<file path="src/osoc_defines.vh">
// Constants for the octal switch output control block.
`ifndef OSOC_DEFINES_VH
`define OSOC_DEFINES_VH
// APB register byte offsets.
`define OSOC_OFF_SER     12'h000
`define OSOC_OFF_MAP     12'h004
`define OSOC_OFF_BOOL    12'h008
`define OSOC_OFF_OVLD    12'h00c
`define OSOC_OFF_OTMODE  12'h010
`define OSOC_OFF_SLOW    12'h014
`define OSOC_OFF_STATE   12'h018
`define OSOC_OFF_DIAGOT  12'h01c
`define OSOC_OFF_DIAGOL  12'h020
`define OSOC_OFF_CLEAR   12'h024
// Reset values.
`define OSOC_RST_MAP     8'h08
`define OSOC_RST_ZERO    8'h00
// Timing.
`define OSOC_CLK_MHZ     50
`define OSOC_FAST_US     15
`define OSOC_SLOW_US     60
`define OSOC_TOFF_US     10
`define OSOC_FILT_US     50
`define OSOC_CYC(us)     ((us) * `OSOC_CLK_MHZ)
`endif

</file>
<file path="src/osoc_top.v">
// Eight channel low-side switch output control with APB registers.
`timescale 1ns/1ns
`include "osoc_defines.vh"

// Summary of operation
// - Per channel selectable AND or OR combination
// - OR: either request; AND: both requests
// - Output from serial bit or combination
// - Serial bit high active; parallel per polarity pin
// - Mappable input drives mapped channels, default ch4
// - Per channel fast or slow switching time
// - Overtemperature switches channel off, records flag
// - Auto restart after cooling if request held
// - Latching mode waits for new request rise
// - Overtemperature sensed only while channel on
// - Reset low clears outputs, diagnosis, registers except map and state
// - After reset only parallel driven outputs on
// - Limit only mode reports fault after filter
// - Limit plus shutdown switches off after delay
// - Overload latch cleared by request rise
// - Polarity pin high means high active inputs
// - Combination bit zero OR, one AND
// - Overload switch-off delay 10 us, fault filter 50 us
module osoc_top #(
   parameter NCH        = 8,
   parameter FAST_CYC   = `OSOC_CYC(`OSOC_FAST_US),
   parameter SLOW_CYC   = `OSOC_CYC(`OSOC_SLOW_US),
   parameter TOFF_CYC   = `OSOC_CYC(`OSOC_TOFF_US),
   parameter FILT_CYC   = `OSOC_CYC(`OSOC_FILT_US),
   parameter CW         = 13
)(
   input  wire              clock,
   input  wire              rst_b,
   input  wire              psel,
   input  wire              penable,
   input  wire              pwrite,
   input  wire [11:0]       paddr,
   input  wire [31:0]       pwdata,
   output reg  [31:0]       prdata,
   output reg               pready,
   output reg               pslverr,
   input  wire [2:0]        parallelInput,
   input  wire              mappable_parallel_input,
   input  wire              input_polarity_select,
   input  wire [NCH-1:0]    overTempSense,
   input  wire [NCH-1:0]    currentLimit,
   output reg  [NCH-1:0]    gateOn,
   output reg  [NCH-1:0]    gateSettled,
   output reg               faultFlag
);

   // ----------------------------------------------------------------
   // Pin synchronisers: three stages, a change counts when 2 and 3 agree.
   // ----------------------------------------------------------------
   localparam NPIN = 5 + 2 * NCH;
   // The polarity pin is pulled up, so its stages reset high. A low reset
   // would read as low active inputs and switch channels on right after wake.
   localparam [NPIN-1:0] PIN_IDLE = {{(2 * NCH){1'b0}}, 1'b1, 4'h0};
   wire [NPIN-1:0] pinRaw = {currentLimit, overTempSense, input_polarity_select,
                             mappable_parallel_input, parallelInput};
   reg  [NPIN-1:0] syncA;
   reg  [NPIN-1:0] syncB;
   reg  [NPIN-1:0] syncC;
   reg  [NPIN-1:0] pinVal;
   always @(posedge clock or negedge rst_b)
   begin
      if (!rst_b)
      begin
         syncA  <= PIN_IDLE;
         syncB  <= PIN_IDLE;
         syncC  <= PIN_IDLE;
         pinVal <= PIN_IDLE;
      end
      else
      begin
         syncA  <= pinRaw;
         syncB  <= syncA;
         syncC  <= syncB;
         pinVal <= (syncB & syncC) | (pinVal & (syncB | syncC));
      end
   end
   wire [2:0]     parIn   = pinVal[2:0];
   wire           mapIn   = pinVal[3];
   wire           polHigh = pinVal[4];
   wire [NCH-1:0] otSense = pinVal[5 +: NCH];
   wire [NCH-1:0] curLim  = pinVal[5 + NCH +: NCH];

   // ----------------------------------------------------------------
   // Registers.
   // ----------------------------------------------------------------
   reg  [NCH-1:0] serialCmd;
   reg  [NCH-1:0] inputMap;
   reg  [NCH-1:0] boolAnd;
   reg  [NCH-1:0] ovlShutdown;
   reg  [NCH-1:0] otLatching;
   reg  [NCH-1:0] slowSlew;
   reg  [NCH-1:0] combineMode;
   reg  [NCH-1:0] otLatch;
   reg  [NCH-1:0] ovlLatch;
   reg  [NCH-1:0] otDiag;
   reg  [NCH-1:0] ovlDiag;
   reg  [NCH-1:0] prevReq;

   wire wrEn = psel & penable & pwrite;
   wire rdEn = psel & penable & ~pwrite;
   wire addrOk = (paddr[1:0] == 2'b00) && (paddr <= `OSOC_OFF_CLEAR);
   wire clrEn = wrEn && (paddr == `OSOC_OFF_CLEAR);

   // ----------------------------------------------------------------
   // Request formation.
   // ----------------------------------------------------------------
   // Polarity pin high keeps inputs high active, low inverts them.
   wire [3:0] parAct = polHigh ? {mapIn, parIn} : ~{mapIn, parIn};
   reg  [NCH-1:0] parReq;
   reg  [NCH-1:0] effReq;
   integer i;
   always @*
   begin
      for (i = 0; i < NCH; i = i + 1)
      begin
         // Channels 1 to 3 own a pin; channel 4 has its own pin only through the map.
         parReq[i] = inputMap[i] & parAct[3];
         if (i < 3)
            parReq[i] = parReq[i] | parAct[i];
         if (!combineMode[i])
            effReq[i] = serialCmd[i];
         else if (boolAnd[i])
            effReq[i] = serialCmd[i] & parReq[i];
         else
            effReq[i] = serialCmd[i] | parReq[i];
      end
   end
   wire [NCH-1:0] reqRise = effReq & ~prevReq;
   // Sensors are ignored while the gate is off, so an off channel never trips.
   wire [NCH-1:0] otEvent = otSense & gateOn;
   wire [NCH-1:0] nextGate = effReq & ~otLatch & ~ovlLatch & ~otEvent;

   // ----------------------------------------------------------------
   // Per channel overload and slew timers.
   // ----------------------------------------------------------------
   reg [CW-1:0] limCnt [0:NCH-1];
   reg [CW-1:0] slewCnt [0:NCH-1];
   reg [NCH-1:0] ovlTrip;
   reg [NCH-1:0] ovlFault;
   always @*
   begin
      for (i = 0; i < NCH; i = i + 1)
      begin
         ovlTrip[i]  = ovlShutdown[i] && (limCnt[i] >= TOFF_CYC[CW-1:0]);
         ovlFault[i] = !ovlShutdown[i] && (limCnt[i] >= FILT_CYC[CW-1:0]);
      end
   end

   always @(posedge clock or negedge rst_b)
   begin
      if (!rst_b)
      begin
         for (i = 0; i < NCH; i = i + 1)
         begin
            limCnt[i]  <= {CW{1'b0}};
            slewCnt[i] <= {CW{1'b0}};
         end
      end
      else
      begin
         for (i = 0; i < NCH; i = i + 1)
         begin
            if (!(curLim[i] & gateOn[i]))
               limCnt[i] <= {CW{1'b0}};
            else if (limCnt[i] != {CW{1'b1}})
               limCnt[i] <= limCnt[i] + 1'b1;
            if (nextGate[i] != gateOn[i])
               slewCnt[i] <= {CW{1'b0}};
            else if (slewCnt[i] != {CW{1'b1}})
               slewCnt[i] <= slewCnt[i] + 1'b1;
         end
      end
   end

   // ----------------------------------------------------------------
   // Protection, gate drive and registers. Reset low forces the sleep
   // state: outputs off, diagnosis and on/off register cleared.
   // ----------------------------------------------------------------
   always @(posedge clock or negedge rst_b)
   begin
      if (!rst_b)
      begin
         serialCmd   <= `OSOC_RST_ZERO;
         inputMap    <= `OSOC_RST_MAP;
         boolAnd     <= `OSOC_RST_ZERO;
         ovlShutdown <= `OSOC_RST_ZERO;
         otLatching  <= `OSOC_RST_ZERO;
         slowSlew    <= `OSOC_RST_ZERO;
         // Parallel inputs stay in control after wake, so the pins alone drive.
         combineMode <= {NCH{1'b1}};
         otLatch     <= {NCH{1'b0}};
         ovlLatch    <= {NCH{1'b0}};
         otDiag      <= {NCH{1'b0}};
         ovlDiag     <= {NCH{1'b0}};
         prevReq     <= {NCH{1'b0}};
         gateOn      <= {NCH{1'b0}};
         gateSettled <= {NCH{1'b0}};
         faultFlag   <= 1'b0;
      end
      else
      begin
         if (wrEn)
         begin
            case (paddr)
               `OSOC_OFF_SER:    serialCmd   <= pwdata[NCH-1:0];
               `OSOC_OFF_MAP:    inputMap    <= pwdata[NCH-1:0];
               `OSOC_OFF_BOOL:   boolAnd     <= pwdata[NCH-1:0];
               `OSOC_OFF_OVLD:   ovlShutdown <= pwdata[NCH-1:0];
               `OSOC_OFF_OTMODE: otLatching  <= pwdata[NCH-1:0];
               `OSOC_OFF_SLOW:   slowSlew    <= pwdata[NCH-1:0];
               `OSOC_OFF_STATE:  combineMode <= pwdata[NCH-1:0];
               default:          serialCmd   <= serialCmd;
            endcase
         end
         prevReq <= effReq;
         for (i = 0; i < NCH; i = i + 1)
         begin
            // Overtemperature latch: auto restart clears it once cool with the
            // request still on; latching waits for a fresh request rise.
            if (otEvent[i])
               otLatch[i] <= 1'b1;
            else if (!otLatching[i] && !otSense[i] && effReq[i])
               otLatch[i] <= 1'b0;
            else if (!otLatching[i] && !effReq[i])
               otLatch[i] <= 1'b0;
            else if (otLatching[i] && reqRise[i] && !otSense[i])
               otLatch[i] <= 1'b0;
            if (ovlTrip[i])
               ovlLatch[i] <= 1'b1;
            else if (reqRise[i])
               ovlLatch[i] <= 1'b0;
            // Set wins over a software clear in the same cycle.
            if (otEvent[i])
               otDiag[i] <= 1'b1;
            else if (clrEn && pwdata[i])
               otDiag[i] <= 1'b0;
            if (ovlTrip[i] || ovlFault[i])
               ovlDiag[i] <= 1'b1;
            else if (clrEn && pwdata[NCH + i])
               ovlDiag[i] <= 1'b0;
            gateSettled[i] <= slewCnt[i] >= (slowSlew[i] ? SLOW_CYC[CW-1:0]
                                                         : FAST_CYC[CW-1:0]);
         end
         gateOn    <= nextGate;
         faultFlag <= |(otDiag | ovlDiag);
      end
   end

   // ----------------------------------------------------------------
   // APB slave: zero wait states, error on unmapped address.
   // ----------------------------------------------------------------
   reg [31:0] rdMux;
   always @*
   begin
      rdMux = 32'h0000_0000;
      case (paddr)
         `OSOC_OFF_SER:    rdMux[NCH-1:0] = serialCmd;
         `OSOC_OFF_MAP:    rdMux[NCH-1:0] = inputMap;
         `OSOC_OFF_BOOL:   rdMux[NCH-1:0] = boolAnd;
         `OSOC_OFF_OVLD:   rdMux[NCH-1:0] = ovlShutdown;
         `OSOC_OFF_OTMODE: rdMux[NCH-1:0] = otLatching;
         `OSOC_OFF_SLOW:   rdMux[NCH-1:0] = slowSlew;
         `OSOC_OFF_STATE:  rdMux = {16'h0000, gateOn, combineMode};
         `OSOC_OFF_DIAGOT: rdMux[NCH-1:0] = otDiag;
         `OSOC_OFF_DIAGOL: rdMux[NCH-1:0] = ovlDiag;
         default:          rdMux = 32'h0000_0000;
      endcase
   end

   always @(posedge clock or negedge rst_b)
   begin
      if (!rst_b)
      begin
         prdata  <= 32'h0000_0000;
         pready  <= 1'b0;
         pslverr <= 1'b0;
      end
      else
      begin
         // Answer in the first cycle of the access phase; pready drops after it.
         pready  <= psel & ~penable;
         pslverr <= psel & ~penable & ~addrOk;
         if (psel & ~penable & ~pwrite)
            prdata <= rdMux;
         else if (rdEn & pready)
            prdata <= 32'h0000_0000;
      end
   end

endmodule // osoc_top

</file>
<file path="config.mk">
export PLATFORM = sky130hd
export DESIGN_NAME = osoc_top
export DESIGN_NICKNAME = d
export VERILOG_FILES = /design/src/osoc_top.v
export VERILOG_INCLUDE_DIRS = /design/src /design/src/src
export SDC_FILE = /design/constraint.sdc
export NUM_CORES = 1
export LEC_CHECK = 0
export BUFFER_PORTS_ARGS = -buffer_cell sky130_fd_sc_hd__clkbuf_2
export CORE_MARGIN = 4
export CORE_UTILIZATION = 55
export DETAILED_ROUTE_END_ITERATION = 16
export PLACE_DENSITY = 0.86
export SETUP_SLACK_MARGIN = 0.02
export SLEW_MARGIN = 20
export SYNTH_ARGS = -nofsm -noshare
export SYNTH_HDL_FRONTEND = slang
export SYNTH_SLANG_ARGS = --single-unit
</file>
<file path="constraint.sdc">
create_clock -name clock -period 1.8 [get_ports clock]
set_input_delay 0.27 -clock clock [delete_from_list [all_inputs] [get_ports clock]]
set_output_delay 0.27 -clock clock [all_outputs]
set_load 0.02 [all_outputs]
</file>
* Word level (Yosys, flattened, before mapping) *
Cells that the tools add are included.

word-level totals
  register bits = 439
  input port bits = 70

operators by class
  $lt $le $gt $ge = 25
  reductions and logical operators = 165
  equality and inequality tests = 41
  muxes and demuxes = 141
  add/subtract/negate cells = 16
  bitwise operators = 60

operator list
  operator               number
  $mux 13                32
  $add 13x1->13 const B  16
  $ne 13x13->1 const B   16
  $ge 13x12->1           8
  $ge 13x12->1 const B   8
  $ge 13x9->1 const B    8
  $mux 1                 96
  $mux 12                8
  $logic_and 1x1->1      74
  $pmux 8 s9             1
  $reduce_bool 2->1      33
  $mux 32                2
  $eq 12x5->1 const B    4
  $and 21x21->21         2
  $or 21x21->21          2
  $and 8x8->8            5
  $logic_not 1->1        32
  $not 8->8              4
  $reduce_bool 4->1      8
  $and 1x1->1            31
  $eq 12x4->1 const B    2
  $eq 12x6->1 const B    2
  $ne 2x1->1 const B     8
  $reduce_and 2->1       7
  other kinds (13)       39

* Logic depth before layout (Yosys ltp) *
  depth after elaboration = 14
  gate-level depth with buffers = 8
  depth with buffers taken out = 7

* Least setup slack after synthesis *
No wires, ideal clock.

  path type = flip-flop to flip-flop
  start = reg pinVal[4]
  end = reg slewCnt[79] (netlist name)
  setup slack = -0.106 ns
  data arrival time = 1.833 ns
  cell stages (with the launch flop) = 8
  period minus slack after synthesis = 1.906 ns
  path buffers = 2
  cells stage by stage = dfstp_2 > buf_2 > xnor2_4 > a221oi_2 > nor4_1 > mux2_4 > buf_6 > a21oi_2

on the way
  word-level cells in the longest chain between the ends = 11
  elaborated cells on any way between the ends = 13
  classes of those cells = eq/ne: 1; mux: 4; bitwise: 7; reduce/logical: 1

RTL lines
  what                                                 line                            text
  from (decl)                                          osoc_top.v:64                   reg [NPIN-1:0] pinVal;
  from (signal assigned)                               osoc_top.v:79                   pinVal <= (syncB & syncC) | (pinVal & (syncB | syncC));
  $mux 4 *                                             osoc_top.v:113                  wire [3:0] parAct = polHigh ? {mapIn, parIn} : ~{mapIn, parIn};
  $and 1x1->1                                          osoc_top.v:122                  parReq[i] = inputMap[i] & parAct[3];
  $or 1x1->1 *                                         osoc_top.v:124                  parReq[i] = parReq[i] | parAct[i];
  $or 1x1->1 / $and 1x1->1 (equally long branches)     osoc_top.v:130, osoc_top.v:128
  $mux 1 *                                             osoc_top.v:127                  else if (boolAnd[i])
  $mux 1 *                                             osoc_top.v:125                  if (!combineMode[i])
  $and 8x8->8 * (3 in series)                          osoc_top.v:136                  wire [NCH-1:0] nextGate = effReq & ~otLatch & ~ovlLatch & ~otEvent;
  $ne 1x1->1 *                                         osoc_top.v:172                  if (nextGate[i] != gateOn[i])
  $mux 13 / $reduce_bool 2->1 (equally long branches)  -
  to (signal, indexed assignment)                      osoc_top.v:161                  slewCnt[i] <= {CW{1'b0}};
  to (signal, indexed assignment)                      osoc_top.v:173                  slewCnt[i] <= {CW{1'b0}};
  to (signal, indexed assignment)                      osoc_top.v:175                  slewCnt[i] <= slewCnt[i] + 1'b1;
  to (decl)                                            osoc_top.v:142                  reg [CW-1:0] slewCnt [0:NCH-1];

Every way passes the cells marked *; elsewhere a longest branch is shown, timed or not.
A chain may end at the register's enable or synchronous reset.

* Worst setup path after layout *
  start = reg pinVal[4]
  end = reg slewCnt[15] (netlist name)

on the way
  word-level cells in the longest chain between the ends = 10
  elaborated cells on any way between the ends = 12
  classes of those cells = eq/ne: 1; mux: 4; bitwise: 6; reduce/logical: 1

RTL lines
  what                                                 line
  $mux 4 *                                             osoc_top.v:113
  $and 1x1->1 *                                        osoc_top.v:122
  $or 1x1->1 / $and 1x1->1 (equally long branches)     osoc_top.v:130, osoc_top.v:128
  $mux 1 *                                             osoc_top.v:127
  $mux 1 *                                             osoc_top.v:125
  $and 8x8->8 * (3 in series)                          osoc_top.v:136
  $ne 1x1->1 *                                         osoc_top.v:172
  $mux 13 / $reduce_bool 2->1 (equally long branches)  -

Marked as above.

==> impl_metrics.yaml <==
outcome:
  outcome: "complete, but fails checks"
  violations: "negative setup slack"
setup_path:
  r2r_setup_slack_ps: -230
  setup.worst_path.class: "reg2reg"
  cp-end-kind: "register"
  cp.arrival_ps: 2530
  worst_ep_required_time_ps: 2300
  cp_max_fo: 8
  startpoint_type: "register"
layout:
  synthToLayoutAreaGrowth_pct: 22.5
  drive_above_1_share_pct: 24.5
  fill_cells: 2389
  fin_nets: 2444
floorplan:
  fp-row-count: 70
  core-area_um2: 36900
  die_h_um: 202
  io_pins: 121
  dieArea_um2: 40800
  die_w_um: 202
  start_util_pct: 56.1
timing:
  fin_hold_ws_ps: 17.1
  worst_slack_ps: -234
  slew_violations: 0
  fin_setup_tns_ps: -15790
  fin_crit_ps: 2030
  finalHoldViolCount: 0
  relSlewSlack_pct: 65.6
  worstMarginPinSlew_ps: 516
  finClkSkew_ps: 19.5
  setup_violations: 107
  period_share_pct: 113
  grt_setup_unrepaired: "true"
  fmax_ghz: 0.492
routing:
  wl_per_cell_um: 20.1
  dr.pass1.iters: 6
  ant_nets: 0
  top_layer_used: "met5"
  drt_iter0_drc: 1596
  num_vias: 17529
  viasPerCell: 6.17
  drcViolationCount: 0
  route.met2.wl_um: 27600
  drt-met1-wl_um: 22000
  totalWireLength_um: 57100
  dr_wl_met3_um: 4660
cts:
  clkTransAtPathRegs_ps: 60
  ctsLongestPathBuffers: 3
  htreeDepth: 2
  cts_made_buffers: 45
  cts_tree: "done"
  clk_latency_ps: 580
  cts.sinks: 423
  cts-root-buf: "clkbuf_16"
synth:
  async_flop_share_pct: 100
  synth_ff_type: "dfrtp_1"
  ys_seq_area_share_pct: 51.2
  post_synth.cell_area_avg_um2: 10.3
  yosysWarnings: 0
  ys_seq_elements: 423
  syn_area_um2: 20700
  synthDistinctLibCells: 82
  synth_edf_count: 0
  syn_inst: 2009
power_and_ir_drop:
  power_density_nw_per_um2: 938
  seq_power_share_pct: 46.5
  power_frac_clock_pct: 37.2
  p_int_uw: 17100
  p_leak_uw: 0.0111
  vdd_drop_max_v: 0.000993
  power_uw: 23800
  combinationalPowerShare_pct: 16.3
  switching_share_pct: 28.0
  p_sw_uw: 6670
placement:
  hpwl_um: 36000
  port_buffers: 88
  routabilityCongestion: 0.972
  dp_slack_ps: -223
grt:
  grt_max_degree: 73
  grt_util_all_layers_pct: 26.4
  antenna_found_initial: 2
  grt_pass1_wl_um: 89100
  grt_pass1_vias: 17491
  grt.overflow.total: 0
run:
  max_cap_viol_count: 0
min_path:
  min_path_type: "in2reg"
==> registers in the layout, indices dropped and copies added (netlist names), 16 cells and up <==
| name | flops |
|---|---|
| syncB | 21 |
| pinVal | 21 |
| syncC | 21 |
| slewCnt | 104 |
| syncA | 21 |
| limCnt | 104 |
| prdata | 16 |
==> synth_stat cells (17+ instances only) <==
cell type | count | share of area [%]
buf_4 | 17 | 0.62
o21ai_0 | 67 | 1.6
inv_1 | 72 | 1.3
and2_1 | 19 | 0.57
mux2_2 | 62 | 3.4
nand3_1 | 101 | 2.4
xnor2_1 | 83 | 3.5
dfrtp_1 | 410 | 50
nand2_1 | 156 | 2.8
buf_2 | 21 | 0.51
nor2_1 | 252 | 4.6
nor4_1 | 34 | 1.0
nor3_1 | 67 | 1.6
and3_1 | 40 | 1.2
ha_1 | 72 | 4.4
a21oi_1 | 49 | 1.2
a31oi_1 | 29 | 0.88
nand4_1 | 60 | 1.8
clkbuf_1 | 29 | 0.53
a22o_1 | 17 | 0.72
maj3_1 | 21 | 1.0
xor2_1 | 50 | 2.1
==> cells by family (layout without fill, tap and decap cells) <==
family | count (synthesis) | count (layout) | share of synthesized area, %
flops | 423 | 423 | 51.2
simple gates | 845 | 845 | 20.6
compound gates | 292 | 292 | 9.72
buf+inv | 143 | 446 | 3.17
mux | 78 | 86 | 4.19
xor+xnor | 134 | 134 | 5.76
fa+ha+maj | 93 | 93 | 5.37
other cells | 1 | 17 | 0.0181
==> repair_timing <==
| action | 4_1_cts | 5_1_grt |
|---|---|---|
| hold buffers | 27 | 0 |
| gates cloned | 8 | 1 |
| buffers inserted | 6 | 10 |
| pin swaps | 51 | 33 |
| endpoints found under the hold margin | 439 | 0 |
| setup endpoints to repair | 118 | 164 |
| resized for setup | 61 | 106 |
==> power groups by stage <==
stage / clock network, uW / logic, uW / registers [uW]
after detailed placement: 0 / 3170 / 11200
final: 8850 / 3890 / 11100
after floorplan: 0 / 1950 / 11000
after global placement: 0 / 2980 / 11100
after CTS: 8930 / 3500 / 11000
after global routing: 9370 / 4290 / 11200
==> cell usage in the layout, fill, tap and decap left out, types with 42 or more instances in the layout <==
cell / synthesis / final
a21oi_1: 49 / 42
o21ai_0: 67 / 60
ha_1: 72 / 69
nand4_1: 60 / 60
nor2_1: 252 / 209
nand2_1: 156 / 156
clkbuf_16: 0 / 45
clkbuf_2: 0 / 87
dfrtp_1: 410 / 404
nand3_1: 101 / 91
buf_4: 17 / 165
xnor2_1: 83 / 81
nor3_1: 67 / 58
inv_1: 72 / 71
xor2_1: 50 / 48
mux2_2: 62 / 57
==> cell type report <==
cell class	instances	area, um^2	area share (%)
Tap cell	504	631	2.49
Antenna cell	1	2.50	0.00986
Sequential cell	423	10600	41.8
Timing Repair Buffer	294	2220	8.75
Multi-Input combinational cell	1466	10300	40.4
Inverter	72	270	1.07
Clock buffer	64	1240	4.88
Clock inverter	16	138	0.542
==> critical path, cell delays in order, from the launching register on <==
cell	delay (ps)
dfstp_2	620
xnor2_4	150
buf_12	160
buf_12	130
nand4_1	170
nand3_2	180
mux2_4	380
nor3_2	180
==> worst paths after layout <==
check / startpoint / endpoint / cells past startpoint
setup / recovery: pinVal[4] / slewCnt[15] / 7
hold / removal: pwdata[12] / ovlDiag[4] / 3
setup reg to reg: pinVal[4] / slewCnt[15] / 7
hold reg to reg: syncA[20] / syncB[20] / 0
max in group asynchronous: rst_b / syncC[4] / 3
min in group asynchronous: rst_b / limCnt[40] / 2
==> per-layer routing <==
metal / global-route usage, % / vias up
met2: 43.9 / 885
met4: 12.2 / 2
met1: 33.5 / 8605
met5: 0 / -
li1: - / 7787
met3: 5.41 / 250
==> per-stage QoR <==
stage | cells | area, um^2 | util, %
after floorplan | 2024 | 20800 | -
after global placement | 2707 | 22800 | 61.9
after detailed placement | 2707 | 22800 | 61.9
after CTS | 2828 | 24900 | 67.4
after global routing | 2840 | 25400 | 68.8
final | 2840 | 25400 | 68.8
Power figures use the tool's default switching activity.
